[src/include/reload_timer_pkg.sv]
// constants shared by the reload timer readback block
package reload_timer_pkg;

  // ==========================================================
  // bus geometry
  localparam int unsigned ADDR_W = 12;
  localparam int unsigned DATA_W = 32;
  localparam int unsigned CNT_W  = 16;

  // ==========================================================
  // register indices, byte address is four times the index
  localparam logic [7:0] IDX_CTRL     = 8'h80;
  localparam logic [7:0] IDX_CNT_HIGH = 8'h82;
  localparam logic [7:0] IDX_CNT_LOW  = 8'h84;

  // ==========================================================
  // control register fields
  localparam int unsigned CTRL_RUN_BIT      = 0;
  localparam int unsigned CTRL_RESTART_BIT  = 1;
  localparam int unsigned CTRL_PERIODIC_BIT = 2;
  localparam int unsigned CTRL_W            = 3;

  // ==========================================================
  // reset values
  localparam logic [CTRL_W-1:0] CTRL_RESET  = 3'h0;
  localparam logic [CNT_W-1:0]  COUNT_RESET = 16'h0000;
  localparam logic [7:0]        BYTE_RESET  = 8'h00;

  // byte address of a register index
  function automatic logic [ADDR_W-1:0] reg_addr(input logic [7:0] idx);
    reg_addr = {2'h0, idx, 2'h0};
  endfunction

  // true when the bus address selects the given register
  function automatic logic addr_hit(input logic [ADDR_W-1:0] addr,
                                    input logic [7:0]        idx);
    addr_hit = (addr == reg_addr(idx));
  endfunction

endpackage

[src/include/count_capture_if.sv]
// carrier between the timer core and the high byte holding latch
interface count_capture_if;
  import reload_timer_pkg::*;

  logic [CNT_W-1:0] count_value;
  logic             capture;
  logic [7:0]       held_high;

  modport core  (output count_value, output capture, input held_high);
  modport latch (input count_value, input capture, output held_high);
endinterface

[src/rtl/count_high_latch.sv]
// holding latch for the upper count byte
module count_high_latch
  import reload_timer_pkg::*;
(
  // clock and reset
  input  wire logic       sys_clk,
  input  wire logic       reset,
  // core side
  count_capture_if.latch  cap
);
  import reload_timer_pkg::*;

  logic [7:0] held_reg;
  logic [7:0] held_next;

  // ==========================================================
  // capture on low byte read
  always_comb begin
    held_next = held_reg;
    if (cap.capture) begin
      held_next = cap.count_value[15:8];
    end
  end

  always_ff @(posedge sys_clk or posedge reset) begin
    if (reset) begin
      held_reg <= BYTE_RESET;
    end else begin
      held_reg <= held_next;
    end
  end

  assign cap.held_high = held_reg;

endmodule

[src/rtl/reload_timer_count_readback.sv]
// reload timer core with apb register slave and count readback
//
// Overview of operation
// - restart disabled means no self reload
// - restart enabled loads reload value on restart
// - run enable gates counting, a restart write loads the counter even when stopped
// - low count read returns count bits 7..0
// - count reads never disturb timer operation
// - low read captures upper byte in latch
// - high byte maps to count bits 15..8
// - count and reload registers share addresses
// - periodic mode with restart set reloads at every end of count
// - restart write loads counter on the edge after the write is taken
// - reload value built from two bytes
//
// Our own choice: the APB interface to the registers.
module reload_timer_count_readback
  import reload_timer_pkg::*;
(
  // clock and reset
  input  wire logic                        sys_clk,
  input  wire logic                        reset,
  // apb slave
  input  wire logic                        psel,
  input  wire logic                        penable,
  input  wire logic                        pwrite,
  input  wire logic [reload_timer_pkg::ADDR_W-1:0] paddr,
  input  wire logic [reload_timer_pkg::DATA_W-1:0] pwdata,
  output logic      [reload_timer_pkg::DATA_W-1:0] prdata,
  output logic                             pready,
  output logic                             pslverr,
  // timer status
  output logic                             end_of_count
);
  import reload_timer_pkg::*;

  count_capture_if cap ();

  logic [CTRL_W-1:0] ctrl_reg;
  logic [CTRL_W-1:0] ctrl_next;
  logic [7:0]        reload_low_reg;
  logic [7:0]        reload_low_next;
  logic [7:0]        reload_high_reg;
  logic [7:0]        reload_high_next;
  logic              load_pend_reg;
  logic              load_pend_next;
  logic [CNT_W-1:0]  count_reg;
  logic [CNT_W-1:0]  count_next;
  logic              eoc_reg;
  logic              eoc_next;
  logic [DATA_W-1:0] rdata_reg;
  logic [DATA_W-1:0] rdata_next;
  logic              err_reg;
  logic              err_next;

  logic              setup;
  logic              access;
  logic              hit_ctrl;
  logic              hit_high;
  logic              hit_low;
  logic              mapped;
  logic              wr_take;
  logic [CNT_W-1:0]  reload_value;
  logic              run_en;
  logic              restart_en;
  logic              periodic;

  // ==========================================================
  // bus decode
  assign setup    = psel & ~penable;
  assign access   = psel & penable;
  assign hit_ctrl = addr_hit(paddr, IDX_CTRL);
  assign hit_high = addr_hit(paddr, IDX_CNT_HIGH);
  assign hit_low  = addr_hit(paddr, IDX_CNT_LOW);
  assign mapped   = hit_ctrl | hit_high | hit_low;
  assign wr_take  = access & pwrite & mapped;

  assign pready  = 1'b1;
  assign prdata  = rdata_reg;
  assign pslverr = err_reg & access;

  assign reload_value = {reload_high_reg, reload_low_reg};
  assign run_en       = ctrl_reg[CTRL_RUN_BIT];
  assign restart_en   = ctrl_reg[CTRL_RESTART_BIT];
  assign periodic     = ctrl_reg[CTRL_PERIODIC_BIT];

  // ==========================================================
  // read data and capture, taken at the setup edge
  always_comb begin
    rdata_next  = rdata_reg;
    err_next    = err_reg;
    cap.capture = 1'b0;
    if (setup) begin
      err_next   = ~mapped;
      rdata_next = '0;
      if (!pwrite) begin
        if (hit_ctrl) begin
          rdata_next[CTRL_W-1:0] = ctrl_reg;
        end else if (hit_low) begin
          rdata_next[7:0] = count_reg[7:0];
          cap.capture = 1'b1;
        end else if (hit_high) begin
          rdata_next[7:0] = cap.held_high;
        end
      end
    end
  end

  assign cap.count_value = count_reg;

  count_high_latch u_latch (
    .sys_clk (sys_clk),
    .reset   (reset),
    .cap     (cap)
  );

  // ==========================================================
  // register writes and counter
  always_comb begin
    ctrl_next        = ctrl_reg;
    reload_low_next  = reload_low_reg;
    reload_high_next = reload_high_reg;
    load_pend_next   = 1'b0;
    count_next       = count_reg;
    eoc_next         = 1'b0;

    if (load_pend_reg) begin
      count_next = reload_value;
    end else if (run_en) begin
      if (count_reg == COUNT_RESET) begin
        eoc_next = 1'b1;
        if (restart_en) begin
          count_next = reload_value;
          if (!periodic) begin
            ctrl_next[CTRL_RESTART_BIT] = 1'b0;
          end
        end
      end else begin
        count_next = count_reg - 16'h0001;
      end
    end

    // software write wins over hardware clear
    if (wr_take) begin
      if (hit_low) begin
        reload_low_next = pwdata[7:0];
      end
      if (hit_high) begin
        reload_high_next = pwdata[7:0];
      end
      if (hit_ctrl) begin
        ctrl_next      = pwdata[CTRL_W-1:0];
        load_pend_next = pwdata[CTRL_RESTART_BIT];
      end
    end
  end

  always_ff @(posedge sys_clk or posedge reset) begin
    if (reset) begin
      ctrl_reg        <= CTRL_RESET;
      reload_low_reg  <= BYTE_RESET;
      reload_high_reg <= BYTE_RESET;
      load_pend_reg   <= 1'b0;
      count_reg       <= COUNT_RESET;
      eoc_reg         <= 1'b0;
      rdata_reg       <= '0;
      err_reg         <= 1'b0;
    end else begin
      ctrl_reg        <= ctrl_next;
      reload_low_reg  <= reload_low_next;
      reload_high_reg <= reload_high_next;
      load_pend_reg   <= load_pend_next;
      count_reg       <= count_next;
      eoc_reg         <= eoc_next;
      rdata_reg       <= rdata_next;
      err_reg         <= err_next;
    end
  end

  assign end_of_count = eoc_reg;

endmodule

[config.mk]
export PLATFORM = sky130hd
export DESIGN_NAME = reload_timer_count_readback
export DESIGN_NICKNAME = d
export VERILOG_FILES = /design/src/include/reload_timer_pkg.sv /design/src/include/count_capture_if.sv /design/src/rtl/count_high_latch.sv /design/src/rtl/reload_timer_count_readback.sv
export SDC_FILE = /design/constraint.sdc
export NUM_CORES = 1
export LEC_CHECK = 0
export ABC_CLOCK_PERIOD_IN_PS = 2700
export BUFFER_PORTS_ARGS = -buffer_cell sky130_fd_sc_hd__clkbuf_2
export CAP_MARGIN = 20
export CORE_UTILIZATION = 25
export DETAILED_ROUTE_END_ITERATION = 8
export GPL_TIMING_DRIVEN = 0
export HOLD_SLACK_MARGIN = 0.02
export SETUP_SLACK_MARGIN = 0.05
export SYNTH_ARGS = -nofsm -noshare
export SYNTH_HDL_FRONTEND = slang
export SYNTH_HIERARCHICAL = 1
export SYNTH_SLANG_ARGS = --single-unit
[constraint.sdc]
create_clock -name sys_clk -period 2.7 [get_ports sys_clk]
set_clock_uncertainty 0.15 [all_clocks]
set_input_delay 0 -clock sys_clk [delete_from_list [all_inputs] [get_ports sys_clk]]
set_output_delay 0 -clock sys_clk [all_outputs]
set_load 0.1 [all_outputs]
======== Yosys cells after proc, flatten, opt, wreduce, memory -nomap -nowiden ========
Cells that the tools add are included.
storage, ports and cells
  flip-flop bits (word level) ............. 54
  input port bits ......................... 49
  logic and storage cells ................. 55
cells by class
  muxes and demuxes ....................... 25
  reductions and logical operators ........ 6
  bitwise operators ....................... 9
  add/subtract/negate cells ............... 1
  eq/ne operators ......................... 4
operator list
  operator                                                              number
  16-bit 2-to-1 mux                                                     4
  12-bit by 10-bit == test with 1-bit output, second input constant     3
  8-bit 2-to-1 mux                                                      3
  16-bit zero test                                                      1
  16-bit by 1-bit subtractor with 16-bit output, second input constant  1
  1-bit 2-to-1 mux                                                      14
  2-bit AND reduction                                                   4
  1-bit bitwise AND                                                     5
  5-bit 2-to-1 mux                                                      1
  2-bit 2-to-1 mux                                                      2
  3-bit 2-to-1 mux                                                      1
  3-bit != test, second input constant                                  1
  1-bit NOT                                                             2
  1-bit bitwise OR                                                      2
  2-bit nonzero test                                                    1

======== Logic depth before layout (Yosys ltp) ========
  depth after elaboration ................. 7
  gate-level depth with buffers ........... 8
  gate-level depth less buffers ........... 7

======== By module ========
Netlist, hierarchy kept.
by module, submodules not included
  module                       cells each  times used  area an instance (um^2)
  reload_timer_count_readback  273         1           2653.8
  count_high_latch             18          1           335.3

======== Least setup slack after synthesis ========
No wires, ideal clock.
  kind .................................... reg2reg
  start point ............................. reg count_reg[0] (netlist: cap.count_value[0])
  end point ............................... reg count_reg[12] (netlist: cap.count_value[12])
  path buffers ............................ 0
  clock period less this slack ............ 2.042 ns
  cell stages (with the launch flop) ...... 8
  data arrival time ....................... 1.771 ns
  path slack .............................. 0.658 ns
  path through ............................ dfrtp_1 -> inv_1 -> ha_1 -> nor3b_1 -> nand2b_4 -> nor3_1 -> a31oi_1 -> o22a_1
on the way
  longest elaborated chain between the ends .. 4
RTL lines
  item                                                                                      line                                                                    text
  start, declared                                                                           reload_timer_count_readback.sv:47                                       logic [CNT_W-1:0] count_reg;
  start signal, assigned                                                                    reload_timer_count_readback.sv:173                                      count_reg <= count_next;
  16-bit by 1-bit subtractor with 16-bit output / 16-bit zero test (equally long branches)  reload_timer_count_readback.sv:139, reload_timer_count_readback.sv:130
  16-bit 2-to-1 mux                                                                         reload_timer_count_readback.sv:130                                      if (count_reg == COUNT_RESET) begin
  16-bit 2-to-1 mux                                                                         reload_timer_count_readback.sv:129                                      end else if (run_en) begin
  16-bit 2-to-1 mux                                                                         reload_timer_count_readback.sv:127                                      if (load_pend_reg) begin
Parallel ways exist; a longest one is shown, timed or not. The select of a mux whose other input is x is not followed.
A chain may end at the register's enable or synchronous reset.

======== Final worst setup path ========
  start point ............................. reg count_reg[0] (netlist: cap.count_value[0])
  end point ............................... reg count_reg[13] (netlist: cap.count_value[13])
Same word-level chain as after synthesis.

==> results.txt <==
- Run status: finished with violations
* Failing checks: DRC
* Worst-case vdd ir drop: 0.217 mV
- Part of the cycle the worst path needs: 0.906
- For the pin with the worst max-slew slack, the measured transition is ~0.56 ns.
- Post-synth EDFFs: 0
* Flip-flop count of the largest register after layout: 16
- In this run the post-CTS setup repair buffer count came out at 0.
* Pin count of the biggest net entering global routing: 38
* Worst Setup End Kind: flip-flop
- Yosys Warn Count: 6
- Of the post-synthesis cell area, the dominant cell type holds 0.452.
- #FFs+latches synth: 54
- Grt ovf: 0
- Number of antenna violations at the first check in global routing: 0
- For this run, the detailed router's first-pass iteration total came to 6.
* Post-detailed-placement half-perimeter wirelength: 5310 µm
- TritonCTS built the clock tree.
- The number of global-route vias before repair came to 2,357.
- Leading cell types in the layout, fill and taps excluded: 54 x dfrtp_1, 32 x clkbuf_2, 27 x buf_4
- Total number of vias: 2,359
- Gp weighted congestion: 0.828
- In this run the standard cell core region covers 11,500 µm².
* Overall fraction of global-route tracks in use: 0.119
- Total Power: 1.72 mW
* Accumulated negative setup slack: 0 ns
- Initial Util: 0.260
- Unrepaired setup endpoints after global routing: no
- Cell Pwr Density: roughly 460 nW/µm²
- Measured against the total synthesized area, the mux share comes to 0.131.
* Post-route setup slack: roughly 0.25 ns
* Area share of fa/ha/maj cells after synthesis: 0.00837
* Synthesized-area fraction occupied by and/or/nand/nor cells: 0.170
- Flip-flop and latch area: 1350 µm²
- 84 I/O pins were placed.
- Of the synthesized area, sequential elements account for 0.452.
- Std cell rows: 39
- Startpoint class of the critical path: flip-flop
- First-iteration detailed-routing DRC count: between 100 and 150
* Worst min-delay path class: input pin to asynchronous set/reset pin
* Worst skew pair latency: 0.29 ns
* Ys flop type: dfrtp_1
- Ranked by total cell area, the synthesized netlist is headed by dfrtp_1 45%, buf_4 6.8%, mux2_2 6.4%.
- Clock tree root buffer cell: clkbuf_16
- Place WS: 0.288 ns
- Global-route track usage on met2: 0.187
* Post-Syn Instances: slightly below 300
* Number of filler instances in the final layout: approximately 1,200
- Max-Cap Viols: 0
- By area, the combinational part of the netlist is dominated by simple AND/OR/NAND/NOR gates.
- Counting I/O delays and the setup requirement, the final critical path takes roughly 2.4 ns.
- Clock buffer count from CTS: 5
- Fraction of synthesized cell area in xor and xnor cells: 0
* Data required, critical path: 2.71 ns
- Clock sink count: 54
- Via density per instance: approximately 4.6
* Width of the chip: between 100 and 150 µm
* Met1 demand-to-capacity share in global routing: 0.162
- Measured along the y axis, the die boundary spans ~110 µm.
- The post-synthesis compound-gate area fraction was 0.136.
- Cell area after placement: 3430 µm²
* Final routed wire length divided by cell count: 13.6 µm
- In this run the tightest slew margin relative to its limit is 0.624.
- Syn-to-layout area delta: 26.0%
* Worst-path clk slew: 0.07 ns
- Worst hold-check slack: 0.0339 ns
- Nets: 423
- Along the worst path, the maximum fanout reaches 10.
* Wire length after detailed routing: 7010 µm
* Cell variety after synth: 53
* Global routing usage on met3: 0.0267
* Type of the worst setup path: flip-flop to flip-flop
- Total of endpoints with negative setup slack in the final report: 0
- Final standard cell area without fillers: 3770 µm²
- Diode count: 0
- The H-tree was split into 2 levels.
- Buffers from clock root to sink, at most: 2
- Global-route wire length before repair: 11,800 µm
- Area used by multi-input combinational logic: 1430 µm²
- Final count of pins violating max slew: 0
- Area of the die: 12,400 µm²
* Residual DRC: 18
* Most common cell after layout, fill and taps aside: dfrtp_1
- FFs w/ async S/R, synth: 1.00
- The number of failing hold endpoints at the final stage was 0.
- Largest area contributor in the synthesized netlist: dfrtp_1
- Each instance of the synthesized netlist takes up on average slightly above 10 µm².
- At the worst endpoint, the arrival time is 2.46 ns.
- Summed over all cells, the static leakage comes to 1.83 nW.
* Port Buffers: 32
- Share of final-layout standard cells stronger than drive strength 1: 0.300
* Grt peak-use layer: met2
- Mapped cell area: 2990 µm²
- For this run, the top clock speed supported by timing is 409 MHz.
- Measured in cells, the most critical reg-to-reg path has a length of 8.
- Antenna-violating nets left: 0
stage by stage:
step                      cells  utilization
final                       516        0.327
after global routing        516        0.327
after CTS                   516        0.327
after detailed placement    490        0.298
after global placement      489        0.297
after floorplan             314            -
cell type report:
type | instances | share of cell area
Buffer | 37 | 0.0668
Clock buffer | 7 | 0.0379
Clock inverter | 1 | 0.00133
Inverter | 13 | 0.0130
Multi-Input combinational cell | 210 | 0.379
Sequential cell | 54 | 0.359
Tap cell | 143 | 0.0475
Timing Repair Buffer | 51 | 0.0956
worst max-delay path, stage by stage, from the launching register on:
cell,delay [ns]
dfrtp_1,0.43
inv_1,0.17
ha_1,0.24
nor4b_1,0.33
and4_1,0.36
nor2_1,0.12
buf_4,0.22
a21oi_1,0.15
o221ai_1,0.13
worst paths after layout:
kind	start	end	slack, ns
worst max-delay path	cap.count_value[0]	cap.count_value[13]	0.25
max in group asynchronous	reset	cap.count_value[9]	1.90
min in group sys_clk	paddr[4]	err_reg	0.09
worst min-delay path	reset	prdata[1]	0.03
worst min register to register	prdata[1]	prdata[1]	0.33
worst max register to register	cap.count_value[0]	cap.count_value[13]	0.25
synth_stat cells (3+ instances only):
| master | count |
|---|---|
| a21oi_1 | 15 |
| a22oi_1 | 10 |
| and3_1 | 3 |
| buf_2 | 3 |
| buf_4 | 27 |
| clkbuf_1 | 6 |
| dfrtp_1 | 54 |
| inv_1 | 13 |
| mux2_2 | 17 |
| mux2_4 | 8 |
| mux2i_1 | 8 |
| nand2_1 | 24 |
| nand3_1 | 3 |
| nand4_1 | 3 |
| nor2_1 | 17 |
| nor2b_1 | 4 |
| nor3_1 | 5 |
| o21ai_0 | 19 |
| o221ai_1 | 3 |
| o2bb2ai_1 | 3 |
| or3_1 | 3 |
routing by layer:
| layer | vias up | share of wire | routed length (µm) |
|---|---|---|---|
| li1 | 1150 | - | - |
| met1 | 1122 | 0.46 | 3190 |
| met2 | 79 | 0.47 | 3300 |
| met3 | 8 | 0.062 | 435 |
| met4 | 0 | 0.011 | 80 |
| met5 | - | 0 | 0 |
report_power, final:
group	leakage, nW	total [mW]	internal [mW]	switching [mW]
sequential	0.747	0.812	0.811	0.00111
clock	0.0739	0.641	0.368	0.273
combinational	1.01	0.269	0.0651	0.204
total	1.83	1.72	1.24	0.478
what timing repair did:
action                                 in CTS  in global routing
setup endpoints to repair                   0                  3
endpoints found under the hold margin      75                  0
resized for setup                           0                  2
hold buffers                               18                  0
cell families (layout without fill, tap and decap cells):
logic type | after synthesis | in the layout
buf+inv | 50 | 109
flops | 54 | 54
other cells | 2 | 25
fa+ha+maj | 2 | 2
simple gates | 86 | 86
compound gates | 64 | 64
mux | 33 | 33
No activity file was read; power rests on OpenSTA's default activity.
